===== src/core/spfb_pkg.sv =====
// Constants and types shared by the serial port frame and baud control block
package spfb_pkg;
  localparam logic [2:0] ADDR_DATA   = 3'h0;
  localparam logic [2:0] ADDR_STAT_A = 3'h1;
  localparam logic [2:0] ADDR_CTRL_B = 3'h2;
  localparam logic [2:0] ADDR_CTRL_C = 3'h3;
  localparam logic [2:0] ADDR_BAUD_L = 3'h4;
  localparam logic [2:0] ADDR_BAUD_H = 3'h5;
  // Status A bit positions
  localparam int SA_RX_DONE = 7;
  localparam int SA_TX_DONE = 6;
  localparam int SA_TX_EMPTY = 5;
  localparam int SA_FRAME_ERR = 4;
  localparam int SA_OVERRUN = 3;
  localparam int SA_PARITY_ERR = 2;
  localparam int SA_DOUBLE = 1;
  // Control B bit positions
  localparam int CB_TX_IRQ_EN = 5;
  localparam int CB_RX_EN = 4;
  localparam int CB_TX_EN = 3;
  localparam int CB_SIZE2 = 2;
  localparam int CB_RX_NINTH = 1;
  localparam int CB_TX_NINTH = 0;
  // Control C bit positions
  localparam int CC_SYNC = 6;
  localparam int CC_PAR_HI = 5;
  localparam int CC_PAR_LO = 4;
  localparam int CC_STOP2 = 3;
  localparam int CC_SIZE_HI = 2;
  localparam int CC_SIZE_LO = 1;
  localparam int CC_POL = 0;
  localparam logic [7:0] CTRL_B_RST = 8'h00;
  localparam logic [7:0] CTRL_C_RST = 8'h06;
  localparam logic [11:0] BAUD_RST = 12'h000;
  // Oversampling: last count and mid count per bit, normal and double speed
  localparam logic [3:0] OS_LAST_NORM = 4'hF;
  localparam logic [3:0] OS_LAST_DBL = 4'h7;
  localparam logic [3:0] OS_MID_NORM = 4'h7;
  localparam logic [3:0] OS_MID_DBL = 4'h3;
  localparam logic [1:0] PAR_EVEN = 2'h2;
  localparam logic [1:0] PAR_ODD = 2'h3;
  localparam logic [3:0] MAX_BITS = 4'h9;

  typedef enum logic [2:0] {ST_IDLE, ST_START, ST_DATA, ST_PARITY, ST_STOP1, ST_STOP2}
    spfb_state_type;

  // Reserved size codes fall back to eight bits
  function automatic logic [3:0] spfb_bits(input logic [2:0] code);
    case (code)
      3'h0: spfb_bits = 4'h5;
      3'h1: spfb_bits = 4'h6;
      3'h2: spfb_bits = 4'h7;
      3'h7: spfb_bits = 4'h9;
      default: spfb_bits = 4'h8;
    endcase
  endfunction
endpackage


===== src/core/spfb_rx_if.sv =====
// Link between the control block and its receiver
`timescale 1ns/1ps
interface spfb_rx_if;
  logic       rx_en;
  logic       sync_mode;
  logic       double_speed;
  logic [1:0] parity_mode;
  logic [3:0] nbits;
  logic       os_tick;
  logic       edge_tick;
  logic       rx_bit;
  logic       done;
  logic [8:0] data;
  logic       fe;
  logic       pe;
  modport ctl (output rx_en, sync_mode, double_speed, parity_mode, nbits, os_tick,
               edge_tick, rx_bit, input done, data, fe, pe);
  modport rx (input rx_en, sync_mode, double_speed, parity_mode, nbits, os_tick,
              edge_tick, rx_bit, output done, data, fe, pe);
endinterface


===== src/core/spfb_baud.sv =====
// Baud prescaler, transmit bit timing and synchronous clock generation
`timescale 1ns/1ps
module spfb_baud
  import spfb_pkg::*;
(
  input  wire logic        core_clk,
  input  wire logic        rstn,
  input  wire logic [11:0] divisor,
  input  wire logic        reload,
  input  wire logic        sync_mode,
  input  wire logic        double_speed,
  input  wire logic        clk_pol,
  input  wire logic        run,
  output logic             os_tick,
  output logic             tx_tick,
  output logic             rx_edge,
  output logic             xck_reg
);
  logic [11:0] presc_reg;
  logic [3:0]  os_cnt_reg;
  logic        presc_zero;
  logic [3:0]  os_last;
  logic        xck_next;

  assign presc_zero = (presc_reg == 12'h000);
  assign os_last    = double_speed ? OS_LAST_DBL : OS_LAST_NORM; // [RQ19]
  assign xck_next   = (sync_mode && run) ? ~xck_reg : 1'b0;

  always_ff @(posedge core_clk or negedge rstn) begin
    if (!rstn) begin
      presc_reg  <= 12'h000;
      os_cnt_reg <= 4'h0;
      xck_reg    <= 1'b0;
      os_tick    <= 1'b0;
      tx_tick    <= 1'b0;
      rx_edge    <= 1'b0;
    end else begin
      os_tick <= presc_zero;
      tx_tick <= 1'b0;
      rx_edge <= 1'b0;
      if (reload || presc_zero) begin
        presc_reg <= divisor; // [RQ16] [RQ21]
      end else begin
        presc_reg <= presc_reg - 12'h001;
      end
      if (presc_zero) begin
        os_cnt_reg <= (os_cnt_reg >= os_last) ? 4'h0 : os_cnt_reg + 4'h1;
        if (!sync_mode && os_cnt_reg >= os_last) begin
          tx_tick <= 1'b1; // [RQ21]
        end
        xck_reg <= xck_next;
        // Output changes on the edge set by polarity, input sampled on the other
        if (sync_mode && run) begin
          tx_tick <= (xck_next != clk_pol); // [RQ13]
          rx_edge <= (xck_next == clk_pol); // [RQ13]
        end
      end
    end
  end
endmodule // spfb_baud


===== src/core/spfb_rx.sv =====
// Frame receiver with parity and stop checking
`timescale 1ns/1ps
module spfb_rx
  import spfb_pkg::*;
(
  input  wire logic core_clk,
  input  wire logic rstn,
  spfb_rx_if.rx     link
);
  spfb_state_type state_reg;
  logic [3:0] cnt_reg;
  logic [3:0] bits_reg;
  logic [8:0] sh_reg;
  logic       par_reg;
  logic [3:0] target;
  logic       sample;
  logic       calc_par;

  assign target = (state_reg == ST_START) ? (link.double_speed ? OS_MID_DBL : OS_MID_NORM)
                                          : (link.double_speed ? OS_LAST_DBL : OS_LAST_NORM);
  assign sample = link.sync_mode ? link.edge_tick : (link.os_tick && cnt_reg == target);
  assign calc_par = (^sh_reg) ^ link.parity_mode[0];

  always_ff @(posedge core_clk or negedge rstn) begin
    if (!rstn) begin
      state_reg <= ST_IDLE;
      cnt_reg   <= 4'h0;
      bits_reg  <= 4'h0;
      sh_reg    <= 9'h000;
      par_reg   <= 1'b0;
      link.done <= 1'b0;
      link.data <= 9'h000;
      link.fe   <= 1'b0;
      link.pe   <= 1'b0;
    end else begin
      link.done <= 1'b0;
      if (link.os_tick) begin
        cnt_reg <= (cnt_reg == target) ? 4'h0 : cnt_reg + 4'h1;
      end
      if (!link.rx_en) begin
        state_reg <= ST_IDLE;
      end else begin
        case (state_reg)
          ST_IDLE: begin
            bits_reg <= 4'h0;
            sh_reg   <= 9'h000;
            if (!link.rx_bit && (!link.sync_mode || link.edge_tick)) begin
              state_reg <= link.sync_mode ? ST_DATA : ST_START;
              cnt_reg   <= 4'h0;
            end
          end
          ST_START: if (sample) begin
            state_reg <= link.rx_bit ? ST_IDLE : ST_DATA;
          end
          ST_DATA: if (sample) begin
            sh_reg   <= {link.rx_bit, sh_reg[8:1]};
            bits_reg <= bits_reg + 4'h1;
            if (bits_reg + 4'h1 == link.nbits) begin
              state_reg <= link.parity_mode[1] ? ST_PARITY : ST_STOP1;
            end
          end
          ST_PARITY: if (sample) begin
            par_reg   <= link.rx_bit;
            state_reg <= ST_STOP1;
          end
          ST_STOP1: if (sample) begin
            // Only one stop bit is checked, whatever the transmit setting
            link.done <= 1'b1; // [RQ12]
            link.data <= sh_reg >> (MAX_BITS - link.nbits); // [RQ6]
            link.fe   <= ~link.rx_bit;
            link.pe   <= link.parity_mode[1] && (par_reg != calc_par); // [RQ10] [RQ11]
            state_reg <= ST_IDLE;
          end
          default: state_reg <= ST_IDLE;
        endcase
      end
    end
  end
endmodule // spfb_rx


===== src/core/spfb_top.sv =====
// Serial port control: registers, transmitter, receive buffer and pin takeover
// Summary of operation
// RQ1: Empty irq needs enable, global enable, flag
// RQ2: Receiver enable takes over receive pin
// RQ3: Receiver disable flushes buffer and error flags
// RQ4: Transmitter enable takes over transmit pin
// RQ5: Transmitter drains pending data before releasing pin
// RQ6: Size code selects 5 to 9 bits
// RQ7: Received ninth bit in its own field
// RQ8: Ninth transmit bit written before low byte
// RQ9: Mode bit selects asynchronous or synchronous
// RQ10: Parity generated on send, checked on receive
// RQ11: Parity field: off, reserved, even, odd
// RQ12: Stop select sets transmit stop count only
// RQ13: Clock polarity picks change and sample edges
// RQ14: Software keeps polarity zero in asynchronous mode
// RQ15: Twelve bit divisor split across two bytes
// RQ16: Low byte write reloads prescaler at once
// RQ17: Software avoids divisor change mid frame
// RQ18: Software writes zero to reserved baud bits
// RQ19: Double speed halves fixed divisor to eight
// RQ20: Empty flag set when buffer free, after reset
// RQ21: Bit rate is clock over sixteen times divisor+1
//
// The address map and the plain strobed port were decided locally.
`timescale 1ns/1ps
module spfb_top
  import spfb_pkg::*;
(
  input  wire logic       core_clk,
  input  wire logic       rstn,
  input  wire logic [2:0] addr,
  input  wire logic [7:0] wdata,
  input  wire logic       wr_stb,
  input  wire logic       rd_stb,
  output logic      [7:0] rdata,
  input  wire logic       global_irq_enable,
  output logic            tx_empty_irq,
  input  wire logic       rxd_pin,
  output logic            rx_pin_owned,
  output logic            txd_out,
  output logic            txd_oe,
  output logic            sync_clock_pin_out,
  output logic            sync_clock_pin_oe
);
  import spfb_pkg::*;

  spfb_rx_if rxl ();

  logic [7:0]  ctrl_b_reg;
  logic [7:0]  ctrl_c_reg;
  logic [11:0] baud_divisor_reg;
  logic        double_speed_reg;
  logic        tx_done_reg;
  logic [8:0]  rx_buf_reg;
  logic        rx_full_reg;
  logic        fe_reg;
  logic        ovr_reg;
  logic        pe_reg;
  logic [8:0]  tx_buf_reg;
  logic        tx_full_reg;
  logic [10:0] tx_sh_reg;
  logic [3:0]  tx_left_reg;
  logic        tx_busy_reg;
  logic        tx_active_reg;
  logic        rx_s1_reg;
  logic        rx_s2_reg;
  logic        os_tick;
  logic        tx_tick;
  logic        rx_edge;
  logic        sync_clock_pin;

  logic        wr_data;
  logic        wr_stat;
  logic        wr_ctrl_b;
  logic        wr_ctrl_c;
  logic        wr_baud_l;
  logic        wr_baud_h;
  logic        rd_data;
  logic        rx_en;
  logic        tx_en;
  logic        sync_mode;
  logic [1:0]  parity_mode;
  logic        stop2;
  logic [3:0]  nbits;
  logic [8:0]  mask;
  logic        tx_load;
  logic        tx_par;
  logic [3:0]  frame_len;
  logic        tx_end;
  logic [7:0]  stat_a;
  logic [7:0]  rd_mux;

  assign wr_data   = wr_stb && addr == ADDR_DATA;
  assign wr_stat   = wr_stb && addr == ADDR_STAT_A;
  assign wr_ctrl_b = wr_stb && addr == ADDR_CTRL_B;
  assign wr_ctrl_c = wr_stb && addr == ADDR_CTRL_C;
  assign wr_baud_l = wr_stb && addr == ADDR_BAUD_L;
  assign wr_baud_h = wr_stb && addr == ADDR_BAUD_H;
  assign rd_data   = rd_stb && addr == ADDR_DATA;

  assign rx_en       = ctrl_b_reg[CB_RX_EN];
  assign tx_en       = ctrl_b_reg[CB_TX_EN];
  assign sync_mode   = ctrl_c_reg[CC_SYNC]; // [RQ9]
  assign parity_mode = ctrl_c_reg[CC_PAR_HI:CC_PAR_LO];
  assign stop2       = ctrl_c_reg[CC_STOP2];
  assign nbits = spfb_bits({ctrl_b_reg[CB_SIZE2], ctrl_c_reg[CC_SIZE_HI:CC_SIZE_LO]}); // [RQ6]
  assign mask  = 9'h1FF >> (MAX_BITS - nbits);

  // Transmit: start bit, data, optional parity, one or two stops
  assign tx_load   = tx_full_reg && tx_active_reg && tx_tick && (!tx_busy_reg || tx_end);
  assign tx_par    = (^(tx_buf_reg & mask)) ^ parity_mode[0]; // [RQ10] [RQ11]
  assign frame_len = nbits + 4'h2 + {3'h0, parity_mode[1]} + {3'h0, stop2}; // [RQ12]
  assign tx_end    = tx_busy_reg && tx_tick && tx_left_reg == 4'h1;

  assign stat_a = {rx_full_reg, tx_done_reg, ~tx_full_reg, fe_reg, ovr_reg, pe_reg,
                   double_speed_reg, 1'b0}; // [RQ20]

  always_comb begin
    case (addr)
      ADDR_DATA:   rd_mux = rx_buf_reg[7:0];
      ADDR_STAT_A: rd_mux = stat_a;
      ADDR_CTRL_B: rd_mux = {ctrl_b_reg[7:2], rx_buf_reg[8], ctrl_b_reg[0]}; // [RQ7]
      ADDR_CTRL_C: rd_mux = {1'b0, ctrl_c_reg[6:0]};
      ADDR_BAUD_L: rd_mux = baud_divisor_reg[7:0];
      ADDR_BAUD_H: rd_mux = {4'h0, baud_divisor_reg[11:8]}; // [RQ15]
      default:     rd_mux = 8'h00;
    endcase
  end

  assign rxl.rx_en        = rx_en;
  assign rxl.sync_mode    = sync_mode;
  assign rxl.double_speed = double_speed_reg;
  assign rxl.parity_mode  = parity_mode;
  assign rxl.nbits        = nbits;
  assign rxl.os_tick      = os_tick;
  assign rxl.edge_tick    = rx_edge;
  assign rxl.rx_bit       = rx_s2_reg;

  spfb_baud u_baud (
    .core_clk     (core_clk),
    .rstn         (rstn),
    .divisor      (wr_baud_l ? {baud_divisor_reg[11:8], wdata} : baud_divisor_reg),
    .reload       (wr_baud_l),
    .sync_mode    (sync_mode),
    .double_speed (double_speed_reg),
    .clk_pol      (ctrl_c_reg[CC_POL]),
    .run          (tx_active_reg || rx_en),
    .os_tick      (os_tick),
    .tx_tick      (tx_tick),
    .rx_edge      (rx_edge),
    .xck_reg      (sync_clock_pin)
  );

  spfb_rx u_rx (
    .core_clk (core_clk),
    .rstn     (rstn),
    .link     (rxl)
  );

  // Registers and read port
  always_ff @(posedge core_clk or negedge rstn) begin
    if (!rstn) begin
      ctrl_b_reg       <= CTRL_B_RST;
      ctrl_c_reg       <= CTRL_C_RST;
      baud_divisor_reg <= BAUD_RST;
      double_speed_reg <= 1'b0;
      rdata            <= 8'h00;
    end else begin
      rdata <= rd_stb ? rd_mux : 8'h00;
      if (wr_ctrl_b) ctrl_b_reg <= {wdata[7:2], 1'b0, wdata[0]}; // [RQ8]
      if (wr_ctrl_c) ctrl_c_reg <= {1'b0, wdata[6:0]};
      // Reserved upper nibble is dropped; software is expected to write it zero
      if (wr_baud_h) baud_divisor_reg[11:8] <= wdata[3:0]; // [RQ15] [RQ18]
      if (wr_baud_l) baud_divisor_reg[7:0] <= wdata; // [RQ15]
      if (wr_stat) double_speed_reg <= wdata[SA_DOUBLE]; // [RQ19]
    end
  end

  // Receive pin synchroniser and one-deep receive buffer
  always_ff @(posedge core_clk or negedge rstn) begin
    if (!rstn) begin
      rx_s1_reg   <= 1'b1;
      rx_s2_reg   <= 1'b1;
      rx_buf_reg  <= 9'h000;
      rx_full_reg <= 1'b0;
      fe_reg      <= 1'b0;
      ovr_reg     <= 1'b0;
      pe_reg      <= 1'b0;
    end else begin
      rx_s1_reg <= rxd_pin;
      rx_s2_reg <= rx_s1_reg;
      if (!rx_en) begin
        rx_full_reg <= 1'b0; // [RQ3]
        fe_reg      <= 1'b0; // [RQ3]
        ovr_reg     <= 1'b0; // [RQ3]
        pe_reg      <= 1'b0; // [RQ3]
      end else if (rxl.done) begin
        // A frame landing in the read cycle still takes the buffer
        if (rx_full_reg && !rd_data) begin
          ovr_reg <= 1'b1;
        end else begin
          rx_buf_reg  <= rxl.data;
          rx_full_reg <= 1'b1;
          fe_reg      <= rxl.fe;
          pe_reg      <= rxl.pe; // [RQ10]
          ovr_reg     <= 1'b0;
        end
      end else if (rd_data) begin
        rx_full_reg <= 1'b0;
        fe_reg      <= 1'b0;
        ovr_reg     <= 1'b0;
        pe_reg      <= 1'b0;
      end
    end
  end

  // Transmit buffer, shifter and pin ownership
  always_ff @(posedge core_clk or negedge rstn) begin
    if (!rstn) begin
      tx_buf_reg    <= 9'h000;
      tx_full_reg   <= 1'b0; // [RQ20]
      tx_sh_reg     <= 11'h7FF;
      tx_left_reg   <= 4'h0;
      tx_busy_reg   <= 1'b0;
      tx_active_reg <= 1'b0;
      tx_done_reg   <= 1'b0;
      txd_out       <= 1'b1;
      txd_oe        <= 1'b0;
    end else begin
      // Writes while the buffer is full are ignored
      if (wr_data && !tx_full_reg) begin
        tx_buf_reg  <= {ctrl_b_reg[CB_TX_NINTH], wdata}; // [RQ8]
        tx_full_reg <= 1'b1; // [RQ20]
      end else if (tx_load) begin
        tx_full_reg <= 1'b0; // [RQ20]
      end
      if (tx_load) begin
        txd_out     <= 1'b0;
        tx_sh_reg   <= {2'h3, tx_buf_reg | ~mask}; // [RQ10]
        tx_sh_reg[nbits] <= parity_mode[1] ? tx_par : 1'b1;
        tx_left_reg <= frame_len;
        tx_busy_reg <= 1'b1;
      end else if (tx_busy_reg && tx_tick) begin
        txd_out     <= tx_sh_reg[0];
        tx_sh_reg   <= {1'b1, tx_sh_reg[10:1]};
        tx_left_reg <= tx_left_reg - 4'h1;
        if (tx_end) tx_busy_reg <= 1'b0;
      end else if (!tx_busy_reg && tx_tick) begin
        txd_out <= 1'b1;
      end
      // Set wins over the write-one clear
      if (tx_end && !tx_full_reg) begin
        tx_done_reg <= 1'b1;
      end else if (wr_stat && wdata[SA_TX_DONE]) begin
        tx_done_reg <= 1'b0;
      end
      // Disabling waits for shifter and buffer to drain
      tx_active_reg <= tx_en || tx_busy_reg || tx_full_reg; // [RQ4] [RQ5]
      txd_oe        <= tx_active_reg; // [RQ4] [RQ5]
    end
  end

  // Pin takeover, synchronous clock and interrupt outputs
  always_ff @(posedge core_clk or negedge rstn) begin
    if (!rstn) begin
      rx_pin_owned       <= 1'b0;
      sync_clock_pin_out <= 1'b0;
      sync_clock_pin_oe  <= 1'b0;
      tx_empty_irq       <= 1'b0;
    end else begin
      rx_pin_owned       <= rx_en; // [RQ2]
      sync_clock_pin_out <= sync_clock_pin; // [RQ13]
      sync_clock_pin_oe  <= sync_mode && (tx_active_reg || rx_en); // [RQ9]
      tx_empty_irq <= ctrl_b_reg[CB_TX_IRQ_EN] && global_irq_enable && !tx_full_reg; // [RQ1]
    end
  end
endmodule // spfb_top


===== config.mk =====
export PLATFORM = sky130hd
export DESIGN_NAME = spfb_top
export DESIGN_NICKNAME = d
export VERILOG_FILES = /design/src/core/spfb_pkg.sv /design/src/core/spfb_rx_if.sv /design/src/core/spfb_baud.sv /design/src/core/spfb_rx.sv /design/src/core/spfb_top.sv
export SDC_FILE = /design/constraint.sdc
export NUM_CORES = 1
export LEC_CHECK = 0
export BUFFER_PORTS_ARGS = -buffer_cell sky130_fd_sc_hd__buf_2
export CORE_ASPECT_RATIO = 1.2
export CORE_MARGIN = 1.5
export CORE_UTILIZATION = 44
export CTS_CLUSTER_SIZE = 16
export DETAILED_ROUTE_END_ITERATION = 6
export PLACE_DENSITY = 0.6
export SETUP_SLACK_MARGIN = 0.1
export SYNTH_ARGS = -nofsm -noshare
export SYNTH_HDL_FRONTEND = slang
export SYNTH_SLANG_ARGS = --single-unit

===== constraint.sdc =====
create_clock -name core_clk -period 3.6 [get_ports core_clk]
set_clock_uncertainty 0.15 [all_clocks]
set_input_delay 0.18 -clock core_clk [delete_from_list [all_inputs] [get_ports core_clk]]
set_output_delay 0.18 -clock core_clk [all_outputs]
set_load 0.005 [all_outputs]

==> metrics, run 1 <==
pre-CTS setup slack=0.3160 ns; Main synth FF type=dfrtp_1; n_diodes=0; Vias=5272; post_cts resized=0; Synth-to-Final Area Change=15.34%; setup ws final=0.3351 ns; total power draw=5.399 mW; max frequency=306.3 MHz; R2R depth=8; total core area=15770 um^2; simple-gate share of the synthesized area=0.1516; largest area contributor in the netlist=dfrtp_1; top-area cell type share of the netlist area=0.4232; Slew HR=0.3397; CP delay by family, top=compound AO/OA/AOI/OAI gates; total track usage=0.2131; Synth area leaders=dfrtp_1, mux2_2, dfstp_2; mean post-synth cell area=10.26 um^2; largest net degree at the start of global routing=112; chip width=119.4 um; # H-tree levels=4; first-pass GRT wire length=27770 um; largest family of logic cells by synthesized area=simple AND/OR/NAND/NOR gates; Post-Layout Cell Count=952; GPL Wtd Cong=0.9072; VDD IR-drop max=0.3360 mV; starting DRC count in detailed routing=341; Final ANT Viol Nets=0; Final #Nets=764; min cycle time layout=3.265 ns; vias in the first global route=5168; maxcap violations=0; Post-CTS Hold Buffers=11; sequential fraction of the synthesis area=0.4820; Synth Cell Area=7154 um^2; Post-Syn Instances=697; FFs w/ async S/R, synth=1.000; Final Setup Violations=0; Setup Buffers After CTS=0; CTS tree=built; worst path bufs/invs=0; xor/xnor share of the synthesized area=0.04652; Ys Warns=0; CP required=3.77 ns; drt wl/cell=17.77 um; Die ar.=17040 um^2; critical path peak fanout=15; row count=50; Yosys cell types=70; final core area utilization=0.5234; Max stage delay cell, worst path=dfstp_2; RSZ-0062 raised after global routing=no; Clock Path Buffers=2; Post-synth EDFFs=0; Port-buffer cells=30; Yosys reg bits=137; leakage=3.602 nW; Crit Path Category=flop to flop; CP peak stage delay=0.70 ns; WP data arrival=3.43 ns; Worst setup EP type=flop; clock root buffer=clkbuf_16; Min-Delay Path Class=primary input to flop; Sink Count=137; Post-Place Cells=911; share of layout cells above drive strength 1=0.2083; # DRC=0; Final HPWL DP=12190 um; num ports=31; outcome=finished clean; worst hold margin=0.01319 ns; Crit path depth=8; number of antenna violations at the first check in global routing=0; adder-cell area share of the yosys netlist=0.02553; Cell Chain, Critical Path=a21o_1 > ha_1 > or4b_2 > o21ai_0 > o32ai_1 > a21oi_1 > mux2i_1 > a31oi_1; CP Launch Type=flop; worst-margin pin slew=0.9904 ns; hold violation count in the final report=0; Die Height=142.7 um; worst skew pair latency=0.42 ns; Synth Area in Compound Gates=0.1347; cell area power density=654.3 nW/um^2; post-synthesis mux area share=0.1257; first-pass iteration count of the detailed router=5; setup TNS=0 ns; syn_nets=728; max-slew violation count=0; WHS Path Cells=2; commonest non-fill, non-tap cell in the layout=dfrtp_1; clk slew on worst S/H paths=0.06 ns; post-route clock period utilization=0.9069; GRT overflow=0; dpl cell area=7505 um^2; Final Cell Area=8252 um^2; cts bufs inserted=17; most frequent cells in the layout=dfrtp_1, nand2_1, mux2_2, nor2_1, o21ai_0; Initial Util=0.4538; Vias/cell=5.538; WL final=16920 um
==> routing by layer <==
| metal | vias up | GRT usage | wire (um) |
|---|---|---|---|
| met4 | 0 | 0.1040 | 645 |
| met3 | 40 | 0.04233 | 530 |
| met5 | - | 0 | 0 |
| met1 | 2577 | 0.2700 | 7406 |
| met2 | 117 | 0.3511 | 8335 |
| li1 | 2538 | - | - |
==> cell type report <==
cell class,count,area (um^2)
Fill cell,1438,7513
Inverter,25,93.84
Clock inverter,12,197.7
Sequential cell,137,3448
Multi-Input combinational cell,500,3463
Clock buffer,18,439.2
Timing Repair Buffer,52,349.1
Tap cell,208,260.3
==> worst register-to-register path, cell delays in order, from the launching register on <==
cell and delay (ns):
dfstp_2 0.70, a21o_1 0.36, ha_1 0.31, or4b_2 0.66
o21ai_0 0.14, o32ai_1 0.11, a21oi_1 0.16, mux2i_1 0.42
a31oi_1 0.15
==> kinds of logic after synthesis <==
kind of cell / after synthesis
AND/OR/NAND/NOR: 226
multiplexers: 76
flip-flops: 137
buffers and inverters: 60
AO/OA/AOI/OAI: 146
adder cells (fa/ha/maj): 14
XOR/XNOR: 38
==> Yosys cell counts (3+ instances only) <==
cell / count
a21oi_1: 22
xor2_1: 8
ha_1: 13
mux4_2: 6
a21o_1: 7
mux2i_1: 19
a31oi_1: 11
a22oi_1: 4
or3_1: 5
nor3_1: 19
o21a_1: 3
nand2_1: 82
and2_1: 10
o32ai_1: 3
nor2_1: 47
dfstp_2: 16
nor2b_1: 8
and3_1: 6
o22ai_1: 8
clkbuf_1: 24
xnor2_1: 30
nand3_1: 17
dfrtp_1: 121
nand4_1: 3
nand3b_1: 3
o31ai_1: 10
a21boi_0: 7
mux2_2: 51
inv_1: 24
nor3b_1: 3
nand2b_1: 9
a211oi_1: 4
o21ai_0: 44
buf_2: 8
==> final timing paths <==
| path | slack (ns) | endpoint | start |
|---|---|---|---|
| min | 0.01 | baud_divisor_reg[9] | wdata[1] |
| max in group asynchronous | 2.06 | u_baud.presc_reg[1] | rstn |
| max | 0.34 | tx_sh_reg[6] | ctrl_c_reg[2] |
| max reg2reg | 0.34 | tx_sh_reg[6] | ctrl_c_reg[2] |
| min in group asynchronous | 0.32 | u_baud.os_cnt_reg[0] | rstn |
| min reg2reg | 0.21 | rx_s2_reg | rx_s1_reg |
==> power by group <==
part | switching, mW | leakage [nW] | total (mW) | internal (mW)
sequential | 0.296 | 1.75 | 2.07 | 1.78
combinational | 0.801 | 1.55 | 1.43 | 0.625
clock | 0.662 | 0.308 | 1.90 | 1.24
(Power assumes the default switching activity.)
==> run 2, diff against run 1 <==
clock period = 3 ns   (was 3.6 ns; I/O delays follow)
==> run 2 against run 1 <==
  * Sequential share of layout area is 1.3 points lower
  * Global-route usage is 0.056 points lower
  * Via count is 0.99% higher
  * Sequential power is 20% higher
  * Combinational power is 36% higher
  * Die area stayed put
==> metrics, run 2 (synthesized netlist as in run 1, its figures left out) <==
outcome=finished clean (unchanged); cell area power density=795.0 nW/um^2 (was 654.3 nW/um^2); Crit Path Category=flop to flop (unchanged); CP required=3.17 ns (was 3.77 ns); WP data arrival=2.95 ns (was 3.43 ns); starting DRC count in detailed routing=304 (was 341); CP Launch Type=flop (unchanged); multi-input combinational cell area=3540 um^2 (was 3463 um^2); clk slew on worst S/H paths=0.06 ns (about the same); Final HPWL DP=12420 um (was 12190 um); Die Height=142.7 um (unchanged); share of layout cells above drive strength 1=0.2405 (was 0.2083); vias in the first global route=5350 (was 5168); max-slew violation count=0 (unchanged); critical path peak fanout=6 (was 15); leakage=3.728 nW (was 3.602 nW); Slew HR=0.4272 (was 0.3397); hold violation count in the final report=0 (unchanged); first-pass GRT wire length=28020 um (was 27770 um); drt wl/cell=17.81 um (was 17.77 um); min cycle time layout=2.783 ns (was 3.265 ns); Final #Nets=784 (was 764); commonest non-fill, non-tap cell in the layout=dfrtp_1 (unchanged); dpl cell area=7657 um^2 (was 7505 um^2); fillers=1427 (was 1438); VDD IR-drop max=0.4802 mV (was 0.3360 mV); total track usage=0.2125 (was 0.2131); Die ar.=17040 um^2 (unchanged); met3 GRT Util=0.04193 (was 0.04233); GRT overflow=0 (unchanged); # H-tree levels=4 (unchanged); setup TNS=0 ns (unchanged); total core area=15770 um^2 (unchanged); first-pass iteration count of the detailed router=4 (was 5); global route hottest layer=met2 (unchanged); Vias=5324 (was 5272); Synth-to-Final Area Change=19.03% (was 15.34%); Worst setup EP type=flop (unchanged); Final Setup Violations=0 (unchanged); R2R depth=11 (was 8); num ports=31 (unchanged); Port-buffer cells=30 (unchanged); cts bufs inserted=17 (unchanged); most frequent cells in the layout=dfrtp_1, nand2_1, mux2_2, nor2_1, o21ai_0 (unchanged); Clock Path Buffers=2 (unchanged); post-route clock period utilization=0.9275 (was 0.9069); n_diodes=0 (unchanged); max frequency=359.4 MHz (was 306.3 MHz); Vias/cell=5.472 (was 5.538); Final Cell Area=8516 um^2 (was 8252 um^2); met2 usage=0.3684 (was 0.3511); # DRC=0 (unchanged); maxcap violations=0 (unchanged); Final ANT Viol Nets=0 (unchanged); worst-margin pin slew=0.8593 ns (was 0.9904 ns); largest net degree at the start of global routing=93 (was 112); number of antenna violations at the first check in global routing=0 (unchanged); row count=50 (unchanged); worst hold margin=0.02931 ns (was 0.01319 ns); Sink Count=137 (unchanged); Min-Delay Path Class=primary input to flop (unchanged); clock root buffer=clkbuf_16 (unchanged); Initial Util=0.4538 (unchanged); RSZ-0062 raised after global routing=no (unchanged); chip width=119.4 um (unchanged); WL final=17330 um (was 16920 um); GPL Wtd Cong=0.8579 (was 0.9072); WHS Path Cells=3 (was 2); FF+latch area=3448 um^2 (unchanged); met1 usage=0.2651 (was 0.2700); worst skew pair latency=0.42 ns (about the same); CTS tree=built (unchanged)
-- run 2: changes by cell type in the layout (fill, tap and decap cells not counted), sizes merged --
cell         previous run  this run
buf                    41        60
clkbuf                 18        21
clkinvlp                2         1
dlygate4sd3            11        12
inv                    26        25
-- run 2: worst paths after layout --
kind / startpoint / to / slack (ns)
min in group asynchronous: rstn / u_baud.os_tick / 0.21
hold / removal: addr[2] / rdata[4] / 0.03
hold reg to reg: rx_s1_reg / rx_s2_reg / 0.21
max in group asynchronous: rstn / rx_s2_reg / 1.63
setup / recovery: ctrl_c_reg[1] / tx_sh_reg[5] / 0.22
setup reg to reg: ctrl_c_reg[1] / tx_sh_reg[5] / 0.22
-- run 2: layout make-up --
class | count | share of cell area
Multi-Input combinational cell | 500 | 0.4157
Sequential cell | 137 | 0.4049
Timing Repair Buffer | 72 | 0.05892
Clock buffer | 21 | 0.05642
Tap cell | 208 | 0.03056
Clock inverter | 10 | 0.02219
Inverter | 25 | 0.01131
-- run 2: worst max-delay path, cell delays in order, from the launching register on --
cell       delay, ns
dfstp_2         0.64
xnor2_4         0.10
nor2_4          0.13
inv_4           0.07
ha_4            0.25
or4b_4          0.51
o21ai_2         0.09
a2bb2oi_1       0.10
o32ai_2         0.12
a21oi_2         0.06
mux2i_2         0.19
o31ai_1         0.28
-- run 2: what timing repair did --
action                                 4_1_cts  5_1_grt
resized for setup                            0        6
setup endpoints to repair                    0        6
buffers inserted                             0        5
hold buffers                                12        0
endpoints found under the hold margin      123        0
-- run 2: power breakdown --
| part | leakage (nW) | internal (mW) | switching, mW |
|---|---|---|---|
| clock | 0.326 | 1.56 | 0.786 |
| sequential | 1.75 | 2.13 | 0.350 |
| combinational | 1.66 | 0.891 | 1.05 |
| total | 3.73 | 4.59 | 2.18 |
-- run 2: through the flow --
step	std cells	utilization	power [mW]	setup WS, ns
6_report	973	0.5402	6.770	0.2174
3_3_place_gp	925	0.4857	4.274	0.2405
2_1_floorplan	697	-	3.753	0.02961
4_1_cts	968	0.5358	6.727	0.1507
5_1_grt	973	0.5402	7.112	0.1047
3_5_place_dp	925	0.4857	4.342	0.1650
-- run 2: metal layers --
metal | wire length, um | vias up
met5 | 0 | -
met4 | 375 | 0
met3 | 430 | 22
met2 | 8696 | 83
met1 | 7830 | 2637
li1 | - | 2582
